### src/design/asr_pkg.sv
// constants and types for the asynchronous sram host controller
package asr_pkg;
  localparam int ADDR_W = 16;
  localparam int DATA_W = 16;
  localparam int CLK_PERIOD_NS = 100;
  // device timing figures in their own units
  localparam int READ_CYCLE_MIN_NS = 10;
  localparam int WRITE_CYCLE_MIN_NS = 10;
  localparam int WE_PULSE_MIN_NS = 7;
  localparam int DATA_SETUP_NS = 6;
  localparam int WE_HIGHZ_NS = 5;
  localparam int OE_DATA_VALID_NS = 5;
  localparam int FIRST_ACCESS_WAIT_US = 100;
  // least times round up to whole cycles, never below one
  function automatic int ceil_cycles(input int ns);
    int c;
    c = (ns + CLK_PERIOD_NS - 1) / CLK_PERIOD_NS;
    return (c < 1) ? 1 : c;
  endfunction
  localparam int READ_CYCLE_MIN_CYC = ceil_cycles(READ_CYCLE_MIN_NS);
  localparam int WRITE_CYCLE_MIN_CYC = ceil_cycles(WRITE_CYCLE_MIN_NS);
  localparam int WE_PULSE_RAW = (WE_PULSE_MIN_NS > DATA_SETUP_NS +
    WE_HIGHZ_NS) ? WE_PULSE_MIN_NS : DATA_SETUP_NS + WE_HIGHZ_NS;
  localparam int WE_PULSE_CYC = ceil_cycles(WE_PULSE_RAW);
  localparam int FIRST_ACCESS_WAIT_CYC =
    ceil_cycles(FIRST_ACCESS_WAIT_US * 1000);
  localparam int CNT_W = 12;
  typedef enum logic [2:0] {
    ASR_POWER_WAIT, ASR_IDLE, ASR_SETUP, ASR_READ, ASR_WRITE,
    ASR_WRITE_END
  } asr_state_t;
endpackage

### src/design/asr_sync.sv
// two flip-flop synchroniser for the returned data bus
module asr_sync (
  input wire logic clock,
  input wire logic reset_n,
  input wire logic [15:0] din,
  output logic [15:0] dout
);
  typedef struct packed {
    logic [15:0] stage1;
    logic [15:0] stage2;
  } asr_sync_t;
  asr_sync_t st;
  asr_sync_t next_st;
  always_comb begin
    next_st = st;
    next_st.stage1 = din;
    next_st.stage2 = st.stage1;
  end
  always_ff @(posedge clock or negedge reset_n) begin
    if (!reset_n) begin
      st <= '0;
    end else begin
      st <= next_st;
    end
  end
  assign dout = st.stage2;
endmodule

### src/design/asr_ctrl.sv
// host controller driving an asynchronous 64k x 16 sram
//
// Behaviour
// - Writes need select, strobe and a lane low, all set before the start.
// - Write data is set up 6 ns before and held 0 ns after the write end.
// - Address is valid 7 ns before write end and 0 ns around start and end.
// - A strobe write with output enable low lasts data setup plus turn-off.
// - No access is made until 100 us after power is good.
// - Data comes 10 ns after the address; each read cycle lasts 10 ns.
// - Select is high before power drops; one read cycle after it returns. Here select goes high 3 clock edges after supply_good falls.
// - Write cycle 10 ns; strobe, select and lane low 7 ns before the end.
// - The write strobe stays high in every read cycle.
module asr_ctrl
  import asr_pkg::*;
(
  input wire logic clock,
  input wire logic reset_n,
  input wire logic supply_good,
  input wire logic req_valid,
  input wire logic req_write,
  input wire logic [asr_pkg::ADDR_W-1:0] req_addr,
  input wire logic [asr_pkg::DATA_W-1:0] req_wdata,
  input wire logic [1:0] req_lanes,
  output logic req_ready,
  output logic rsp_valid,
  output logic [asr_pkg::DATA_W-1:0] rsp_rdata,
  output logic [asr_pkg::ADDR_W-1:0] mem_addr,
  output logic chip_select_n,
  output logic output_enable_n,
  output logic write_strobe_n,
  output logic low_lane_enable_n,
  output logic high_lane_enable_n,
  output logic [asr_pkg::DATA_W-1:0] mem_dq_out,
  output logic mem_dq_oe_n,
  input wire logic [asr_pkg::DATA_W-1:0] mem_dq_in
);
  import asr_pkg::*;

  localparam logic [CNT_W-1:0] WAIT_LOAD =
    CNT_W'(FIRST_ACCESS_WAIT_CYC - 1);
  localparam logic [CNT_W-1:0] RD_LOAD = CNT_W'(READ_CYCLE_MIN_CYC + 1);
  localparam logic [CNT_W-1:0] WE_LOAD = CNT_W'(WE_PULSE_CYC - 1);
  localparam logic [CNT_W-1:0] WC_LOAD =
    CNT_W'(WRITE_CYCLE_MIN_CYC > WE_PULSE_CYC ?
           WRITE_CYCLE_MIN_CYC - WE_PULSE_CYC : 0);

  typedef struct packed {
    asr_state_t state;
    logic [CNT_W-1:0] count;
    logic pwr_s1;
    logic pwr_s2;
    logic is_write;
    logic ready;
    logic rsp_valid;
    logic [DATA_W-1:0] rdata;
    logic [ADDR_W-1:0] addr;
    logic cs_n;
    logic oe_n;
    logic we_n;
    logic lo_n;
    logic hi_n;
    logic [DATA_W-1:0] dq_out;
    logic dq_oe_n;
  } asr_ctrl_t;

  asr_ctrl_t st;
  asr_ctrl_t next_st;
  logic [DATA_W-1:0] dq_sync;

  asr_sync u_sync (
    .clock(clock),
    .reset_n(reset_n),
    .din(mem_dq_in),
    .dout(dq_sync)
  );

  // ----------------------------------------
  // sequencer
  // ----------------------------------------
  always_comb begin
    next_st = st;
    next_st.pwr_s1 = supply_good;
    next_st.pwr_s2 = st.pwr_s1;
    next_st.rsp_valid = 1'b0;
    if (st.count != '0) begin
      next_st.count = st.count - 1'b1;
    end
    case (st.state)
      ASR_POWER_WAIT: begin
        next_st.ready = 1'b0;
        if (!st.pwr_s2) begin
          next_st.count = WAIT_LOAD;
        end else if (st.count == '0) begin
          next_st.state = ASR_IDLE;
          next_st.ready = 1'b1;
        end
      end
      ASR_IDLE: begin
        if (req_valid && st.ready) begin
          next_st.addr = req_addr;
          next_st.is_write = req_write;
          next_st.lo_n = ~req_lanes[0];
          next_st.hi_n = ~req_lanes[1];
          next_st.dq_out = req_wdata;
          next_st.ready = 1'b0;
          next_st.state = ASR_SETUP;
        end
      end
      ASR_SETUP: begin
        next_st.cs_n = 1'b0;
        if (st.is_write) begin
          next_st.we_n = 1'b0;
          next_st.dq_oe_n = 1'b0;
          next_st.count = WE_LOAD;
          next_st.state = ASR_WRITE;
        end else begin
          next_st.oe_n = 1'b0;
          next_st.count = RD_LOAD;
          next_st.state = ASR_READ;
        end
      end
      // read cycle length plus sync delay
      ASR_READ: begin
        if (st.count == '0) begin
          next_st.rdata = dq_sync &
            {{8{~st.hi_n}}, {8{~st.lo_n}}};
          next_st.rsp_valid = 1'b1;
          next_st.cs_n = 1'b1;
          next_st.oe_n = 1'b1;
          next_st.lo_n = 1'b1;
          next_st.hi_n = 1'b1;
          next_st.ready = 1'b1;
          next_st.state = ASR_IDLE;
        end
      end
      ASR_WRITE: begin
        if (st.count == '0) begin
          next_st.we_n = 1'b1;
          next_st.count = WC_LOAD;
          next_st.state = ASR_WRITE_END;
        end
      end
      // data and address held after end
      ASR_WRITE_END: begin
        next_st.cs_n = 1'b1;
        next_st.lo_n = 1'b1;
        next_st.hi_n = 1'b1;
        next_st.dq_oe_n = 1'b1;
        if (st.count == '0) begin
          next_st.rsp_valid = 1'b1;
          next_st.ready = 1'b1;
          next_st.state = ASR_IDLE;
        end
      end
      default: begin
        next_st.state = ASR_POWER_WAIT;
      end
    endcase
    // deselect at once on supply loss
    if (!st.pwr_s2) begin
      next_st.state = ASR_POWER_WAIT;
      next_st.cs_n = 1'b1;
      next_st.we_n = 1'b1;
      next_st.oe_n = 1'b1;
      next_st.lo_n = 1'b1;
      next_st.hi_n = 1'b1;
      next_st.dq_oe_n = 1'b1;
      next_st.ready = 1'b0;
      next_st.count = WAIT_LOAD;
    end
  end

  always_ff @(posedge clock or negedge reset_n) begin
    if (!reset_n) begin
      st <= '0;
      st.state <= ASR_POWER_WAIT;
      st.count <= WAIT_LOAD;
      st.cs_n <= 1'b1;
      st.oe_n <= 1'b1;
      st.we_n <= 1'b1;
      st.lo_n <= 1'b1;
      st.hi_n <= 1'b1;
      st.dq_oe_n <= 1'b1;
    end else begin
      st <= next_st;
    end
  end

  assign req_ready = st.ready;
  assign rsp_valid = st.rsp_valid;
  assign rsp_rdata = st.rdata;
  assign mem_addr = st.addr;
  assign chip_select_n = st.cs_n;
  assign output_enable_n = st.oe_n;
  assign write_strobe_n = st.we_n;
  assign low_lane_enable_n = st.lo_n;
  assign high_lane_enable_n = st.hi_n;
  assign mem_dq_out = st.dq_out;
  assign mem_dq_oe_n = st.dq_oe_n;

  // ----------------------------------------
  // checks
  // ----------------------------------------
  AST_WRITE_NEEDS_SELECT: assert property (@(posedge clock)
    disable iff (!reset_n) !write_strobe_n |-> !chip_select_n &&
      !mem_dq_oe_n && $stable(mem_addr))
    else $error("strobe low without select");
  // supply loss may drop every strobe at once
  AST_WRITE_ENDS_ON_STROBE: assert property (@(posedge clock)
    disable iff (!reset_n || !st.pwr_s1)
      $rose(write_strobe_n) |-> !chip_select_n)
    else $error("write not ended by strobe");
  AST_DATA_HELD: assert property (@(posedge clock)
    disable iff (!reset_n || !st.pwr_s1) $rose(write_strobe_n) |->
      !mem_dq_oe_n && $stable(mem_dq_out))
    else $error("data not held at write end");
  AST_ADDR_STABLE: assert property (@(posedge clock)
    disable iff (!reset_n) !chip_select_n && !$past(chip_select_n) |->
      $stable(mem_addr))
    else $error("address moved in access");
  AST_STROBE_WIDTH: assert property (@(posedge clock)
    disable iff (!reset_n || !st.pwr_s1) $fell(write_strobe_n) |->
      (!chip_select_n && !mem_dq_oe_n) [*2])
    else $error("strobe pulse not covered by select");
  AST_POWER_WAIT: assert property (@(posedge clock)
    disable iff (!reset_n) st.state == ASR_POWER_WAIT |->
      chip_select_n)
    else $error("access during power wait");
  AST_READ_STROBE_HIGH: assert property (@(posedge clock)
    disable iff (!reset_n) !output_enable_n |-> write_strobe_n)
    else $error("strobe low in read");
  AST_READ_LENGTH: assert property (@(posedge clock)
    disable iff (!reset_n || !st.pwr_s1) $fell(output_enable_n) |->
      !output_enable_n [*3])
    else $error("read cycle too short");
  AST_SUPPLY_DESELECT: assert property (@(posedge clock)
    disable iff (!reset_n) !st.pwr_s2 |=> chip_select_n)
    else $error("selected without supply");
  COV_READ: cover property (@(posedge clock) disable iff (!reset_n)
    rsp_valid && !st.is_write);
  COV_WRITE: cover property (@(posedge clock) disable iff (!reset_n)
    rsp_valid && st.is_write);
  COV_SUPPLY_LOSS: cover property (@(posedge clock)
    disable iff (!reset_n) $fell(st.pwr_s2));
endmodule

### config.mk
export PLATFORM = sky130hd
export DESIGN_NAME = asr_ctrl
export DESIGN_NICKNAME = d
export VERILOG_FILES = /design/src/design/asr_pkg.sv /design/src/design/asr_sync.sv /design/src/design/asr_ctrl.sv
export SDC_FILE = /design/constraint.sdc
export NUM_CORES = 1
export LEC_CHECK = 0
export ABC_AREA = 1
export ABC_CLOCK_PERIOD_IN_PS = 1750
export BUFFER_PORTS_ARGS = -buffer_cell sky130_fd_sc_hd__buf_2
export CAP_MARGIN = 20
export CORE_MARGIN = 5
export CORE_UTILIZATION = 39
export DETAILED_ROUTE_END_ITERATION = 7
export HOLD_SLACK_MARGIN = 0.05
export SLEW_MARGIN = 20
export SYNTH_ARGS = -nofsm -noshare
export SYNTH_HDL_FRONTEND = slang
export SYNTH_SLANG_ARGS = --single-unit
export TNS_END_PERCENT = 5
### constraint.sdc
create_clock -name clock -period 1.75 [get_ports clock]
set_clock_uncertainty 0.15 [all_clocks]
set_input_delay 0.0875 -clock clock [delete_from_list [all_inputs] [get_ports clock]]
set_output_delay 0.0875 -clock clock [all_outputs]
set_load 0.02 [all_outputs]
==> metrics.cfg, run 1 <==
[route]
drc = 0
drtPass1Iterations = 4
drtAntennaViolNets = 0
viasPerCell = 4.54
wl_per_cell_um = 14.1
vias = 3184
drt_iter0_drc = 168
routed_wl_mm = 9.92

[synth]
synth-seq-area-share_pct = 58.0
yosysWarnings = 0
synth_top_area_cell = dfrtp_1
synth_area_leaders = dfrtp_1, mux2_4, buf_4, dfstp_2, nand2_1
netlist_instances = 417
synth_top_area_share_pct = 50.0
synth_area_sq_mm = 0.00460
ys_types = 30
synthesis.nets = 475
syn_area_per_cell_sq_um = 11.0
ys_ff_latch = 106

[die]
pin_count = 111
die_h_um = 119
num_rows = 39
die_w_um = 119
core_sq_mm = 0.0115
initial_core_util_pct = 40.1
dieArea_sq_mm = 0.0141

[timing]
hold_violations = 0
maxSlewViolCount = 0
period_needed_ns = 1.72
fmax_ghz = 0.580
rsz0062_at_grt = yes
setup_viol = 0
slew_headroom_pct = 71.3
post-route-period-util_pct = 98.5
worstMarginPinSlew_ns = 0.431

[worst_setup_path]
critPathArrivalTime_ns = 1.83
worst-path-max-fanout = 8
required_ns = 1.86
critPathKind = register to register
worstSetupEndpointType = register
critPathLaunchType = register

[grt]
antenna_found_initial = 0
grt_use_total_pct = 14.2
grt_pass1_wl_mm = 16.4
grt_pass1_vias = 3383
gr-total-overflow = 0
grt_max_degree = 40

[finish]
final_common_cell = buf_2
fin_area_sq_mm = 0.00596
seq_area_sq_mm = 0.00267
syn2layout_area_growth_pct = 29.6
multiInputGateArea_sq_mm = 0.00144
drive_gt1_share_pct = 37.4
fillers = 975
antennaDiodeCount = 0
layout.nets = 612
layout_common_cells = buf_2, dfrtp_1, nand2_1
layout.cells.non_filler = 702

[cts]
clk-insertion-delay-late_ns = 0.34
h-tree-depth = 3
clockBufferDepth = 2
clock-sinks = 106
cts_tree = done
cts_buffers = 9
clk_pin_slew_ns = 0.07
root_buffer = clkbuf_16

[power_and_ir_drop]
peakVddDrop_mv = 0.652
p_leak_nw = 3.11
power.density_mw_per_mm2 = 1340

[placement]
hpwl_mm = 6.58
gp_congestion = 0.835
place_area_sq_mm = 0.00502
portBuffers = 110
dp.cells = 624

[job]
maxCapViolations = 0

[hold_path]
hold_path_class = input port to asynchronous set/reset pin

[status]
outcome = finished, final reports clean

[power breakdown]
group          internal (mW)  switching [mW]
registers               3.07           0.360
clock network           1.03           0.900
logic                   1.19            1.47
[worst paths after layout]
kind	start	to	slack [ns]	cells past startpoint
setup / recovery	st[60]	st[59]	0.03	7
max in group asynchronous	reset_n	st[61]	0.78	3
min in group clock	u_sync.next_st[12]	u_sync.dout[12]	0.20	0
hold reg to reg	u_sync.next_st[12]	u_sync.dout[12]	0.20	0
setup reg to reg	st[60]	st[59]	0.03	7
hold / removal	reset_n	mem_dq_out[4]	0.07	2
[synthesized netlist by cell type]
| cell type | number |
|---|---|
| inv_2 | 1 |
| o21ai_0 | 16 |
| nor2_4 | 1 |
| xor2_1 | 5 |
| o211ai_1 | 2 |
| nand4_1 | 4 |
| a21oi_1 | 4 |
| nand2_2 | 2 |
| clkinv_1 | 1 |
| nand3_2 | 1 |
| mux2_4 | 28 |
| o21a_1 | 2 |
| buf_6 | 5 |
| buf_2 | 1 |
| nor2_1 | 25 |
| clkbuf_1 | 1 |
| xnor2_1 | 1 |
| o21ai_1 | 7 |
| dfrtp_1 | 92 |
| inv_1 | 30 |
| ha_1 | 3 |
| nor2_2 | 2 |
| nand2_1 | 86 |
| buf_4 | 49 |
| nor3_1 | 2 |
| mux2_2 | 4 |
| nand3_1 | 26 |
| nand2_4 | 1 |
| nand3_4 | 1 |
| dfstp_2 | 14 |
[layout make-up]
| class | count | area share [%] |
|---|---|---|
| clock buffer | 11 | 4.07 |
| inverter | 32 | 2.08 |
| sequential | 106 | 44.8 |
| clock inverter | 5 | 0.713 |
| multi-input combinational | 224 | 24.1 |
| timing repair buffer | 181 | 21.3 |
| tap | 143 | 3.00 |
[metal layers]
metal,wire [um],GRT usage (%),part of all wire [%]
met5,0,0,0
met4,181,5.32,1.8
met3,495,3.58,5.0
met2,4880,23.1,49
met1,4360,18.1,44
[stage by stage]
step                TNS (ns)  util (%)  total power, mW  setup slack, ns  hold WS (ns)
floorplan                  0         -             5.59           0.0442        -0.358
global placement           0      43.8             5.93           0.0306       -0.0929
detailed placement    -0.253      43.8             5.97          -0.0758       -0.0893
CTS                  -0.0261      51.1             8.04         -0.00748        0.0777
global route          -0.304      52.0             8.50          -0.0635         0.122
finish                     0      52.0             8.01           0.0265        0.0690
[cells by family after synthesis]
group           after synthesis  share of synthesized area [%]
compound gates               31                           3.59
xor+xnor                      6                           1.14
fa+ha+maj                     3                          0.816
buf+inv                      88                           12.0
flops                       106                           58.0
mux                          32                           10.1
simple gates                151                           14.3
[sequential cells by signal (all words and copies together) (netlist names), 16 cells and up]
name / flops
mem_dq_out: 16
u_sync.next_st: 16
rsp_rdata: 16
mem_addr: 16
u_sync.dout: 16
st: 17
[critical path: stages (launching register included)]
cell,delay (ns)
dfstp_2,0.39
inv_2,0.07
ha_4,0.13
nand3_2,0.10
nor2_4,0.22
nand2_4,0.11
ha_1,0.30
o211ai_1,0.17
[repair_timing]
item                       CTS  global route
gates resized for setup      3            13
setup endpoints to repair   12            45
hold endpoints to repair   151             0
pin swaps                    1             5
hold buffers                54             0
cloned                       0             1
setup buffers                0             7
No activity file was read; power rests on OpenSTA's default activity.
==> run 2, diff against run 1 <==
--- a/config.mk
+++ b/config.mk
@@ -16,5 +16,6 @@
 export SLEW_MARGIN = 20
 export SYNTH_ARGS = -nofsm -noshare
 export SYNTH_HDL_FRONTEND = slang
+export SYNTH_HIERARCHICAL = 1
 export SYNTH_SLANG_ARGS = --single-unit
 export TNS_END_PERCENT = 5
==> metrics.cfg, run 2 <==
[timing]
fmax_ghz = 0.591
slew_headroom_pct = 73.0
fin_tns_setup_ns = 0
worstMarginPinSlew_ns = 0.405
maxSlewViolCount = 0
period_needed_ns = 1.69
post-route-period-util_pct = 96.6
setup_viol = 0
hold_violations = 0
rsz0062_at_grt = yes

[cts]
root_buffer = clkbuf_16
clock-sinks = 106
clk-insertion-delay-late_ns = 0.35
cts_tree = done
cts_buffers = 9
h-tree-depth = 3
clk_pin_slew_ns = 0.07
clockBufferDepth = 2

[synth]
synthesis.nets = 474
ys_types = 29
synthAdderAreaFrac_pct = 0.821
synth_ff_type = dfrtp_1
synth_common_cells = dfrtp_1, nand2_1, buf_4
async_flop_share_pct = 100
yosysMostFrequentCell = dfrtp_1
synth-edff-count = 0
synth.area.mux_share_pct = 10.2
synth_top_area_cell = dfrtp_1
synth_top_area_share_pct = 50.3
synth_compound_area_share_pct = 3.58
netlist_instances = 416
yosys.area_share.simple_pct = 14.4
synth_xor_area_share_pct = 0.766
synth-seq-area-share_pct = 58.4
synth_area_sq_mm = 0.00457
synth_top_family_by_area = simple AND/OR/NAND/NOR gates
syn_area_per_cell_sq_um = 11.0
ys_ff_latch = 106
yosysWarnings = 6
synth_area_leaders = dfrtp_1, mux2_4, dfstp_2, buf_4, nand2_1

[power_and_ir_drop]
combinationalPowerShare_pct = 33.0
p_leak_nw = 3.11
swShare_pct = 33.7
intPower_mw = 5.31
peakVddDrop_mv = 1.03
pwr-share-seq_pct = 42.7
clkPwrFrac_pct = 24.3
power.switching_mw = 2.70
power.density_mw_per_mm2 = 1360

[worst_setup_path]
worstRegToRegCells = 9
reg2reg_from = st[59]
cp-startpoint = st[59]
r2r-end = st[65]
critPathLaunchType = register
critPathArrivalTime_ns = 1.83
critPathKind = register to register
worstSetupEndpointType = register
reg2reg_slack_ns = 0.06
required_ns = 1.88
worst-path-max-fanout = 5

[status]
outcome = finished, final reports clean

[route]
drc = 0
routed_wl_mm = 9.60
vias = 3177
drtPass1Iterations = 4
wl_per_cell_um = 13.8
viasPerCell = 4.56
drt_iter0_drc = 153
drtAntennaViolNets = 0

[placement]
gp_congestion = 0.810
hpwl_mm = 6.66
portBuffers = 110
dp.cells = 626

[grt]
grt_pass1_wl_mm = 16.7
grt_pass1_vias = 3476
gr-total-overflow = 0
antenna_found_initial = 1
grt_use_total_pct = 14.5
grt_max_degree = 47

[finish]
layout.nets = 605
seq_area_sq_mm = 0.00267
layout_common_cells = buf_2, dfrtp_1, nand2_1
largest_reg_flops = 17
fillers = 990
multiInputGateArea_sq_mm = 0.00139
top_register = st
layout.cells.non_filler = 696
syn2layout_area_growth_pct = 28.9
drive_gt1_share_pct = 37.0
final_common_cell = buf_2

[die]
dieArea_sq_mm = 0.0140
core_sq_mm = 0.0115
initial_core_util_pct = 39.9
num_rows = 39
die_h_um = 118
die_w_um = 118
pin_count = 111

[job]
maxCapViolations = 0

[hold_path]
hold_path_class = input port to asynchronous set/reset pin

==> run 2: area by class of cell <==
type / instances / area share [%]
flip-flops and latches: 106 / 45.3
multi-input cells: 222 / 23.6
repair buffers: 176 / 21.1
clock buffers: 12 / 4.35
well taps: 143 / 3.03
inverters: 32 / 2.04
clock inverters: 4 / 0.573
diodes: 1 / 0.0424
==> run 2: per-stage QoR <==
step	area, sq um	worst slack, ns	utilization [%]	power, mW	hold slack, ns
global placement	5040	0.0696	44.0	5.94	-0.118
finish	5900	0.0589	51.4	8.02	0.0697
detailed placement	5040	0.0387	44.0	5.99	-0.111
floorplan	4570	0.0389	-	5.63	-0.358
CTS	5870	0.0104	51.2	8.09	0.0750
global route	5900	-0.0532	51.4	8.54	0.0850
==> run 2: worst max-delay path by stage <==
stage	endpoint	slack, ns
2_1_floorplan	st[59]	0.04
3_3_place_gp	st[73]	0.07
3_5_place_dp	st[66]	0.04
4_1_cts	st[65]	0.01
5_1_grt	st[65]	-0.05
6_report	st[65]	0.06
==> run 2: repair_timing <==
action | in CTS | in global routing
endpoints found under the setup margin | 1 | 18
hold endpoints to repair | 150 | 0
gates resized for setup | 1 | 9
cloned | 0 | 0
setup buffers | 0 | 0
pin swaps | 1 | 1
hold buffers | 53 | 0
==> run 2: cell families (layout without fill, tap and decap cells) <==
kind of cell               after synthesis  in the layout
other                                    0              1
muxes                                   32             32
AOI/OAI and AO/OA                       31             31
and+or+nand+nor                        152            152
adders and majority gates                3              3
xor gates and xnor gates                 4              4
buffers and inverters                   88            224
DFF                                    106            106
==> run 2: power by group through the flow <==
stage	Sequential [mW]	Clock, mW	Combinational (mW)
detailed placement	3.44	0	2.55
CTS	3.42	2.02	2.64
global route	3.50	2.12	2.92
floorplan	3.42	0	2.21
finish	3.43	1.95	2.65
global placement	3.43	0	2.51
==> run 2: worst max-delay path, stage by stage (launching register included) <==
cell	delay, ns
dfstp_2	0.53
inv_1	0.05
buf_4	0.15
ha_2	0.19
nand2_2	0.08
inv_1	0.06
nand2_1	0.08
xor2_1	0.18
nand3_1	0.09
nand2_1	0.07
==> run 2: layer usage <==
| metal | track usage [%] | up-vias | share of wire [%] | routed length, um |
|---|---|---|---|---|
| met3 | 3.30 | 16 | 5.7 | 545 |
| met1 | 18.8 | 1512 | 44 | 4190 |
| met2 | 23.3 | 108 | 48 | 4640 |
| met4 | 6.67 | 0 | 2.3 | 223 |
| li1 | - | 1541 | - | - |
| met5 | 0 | - | 0 | 0 |
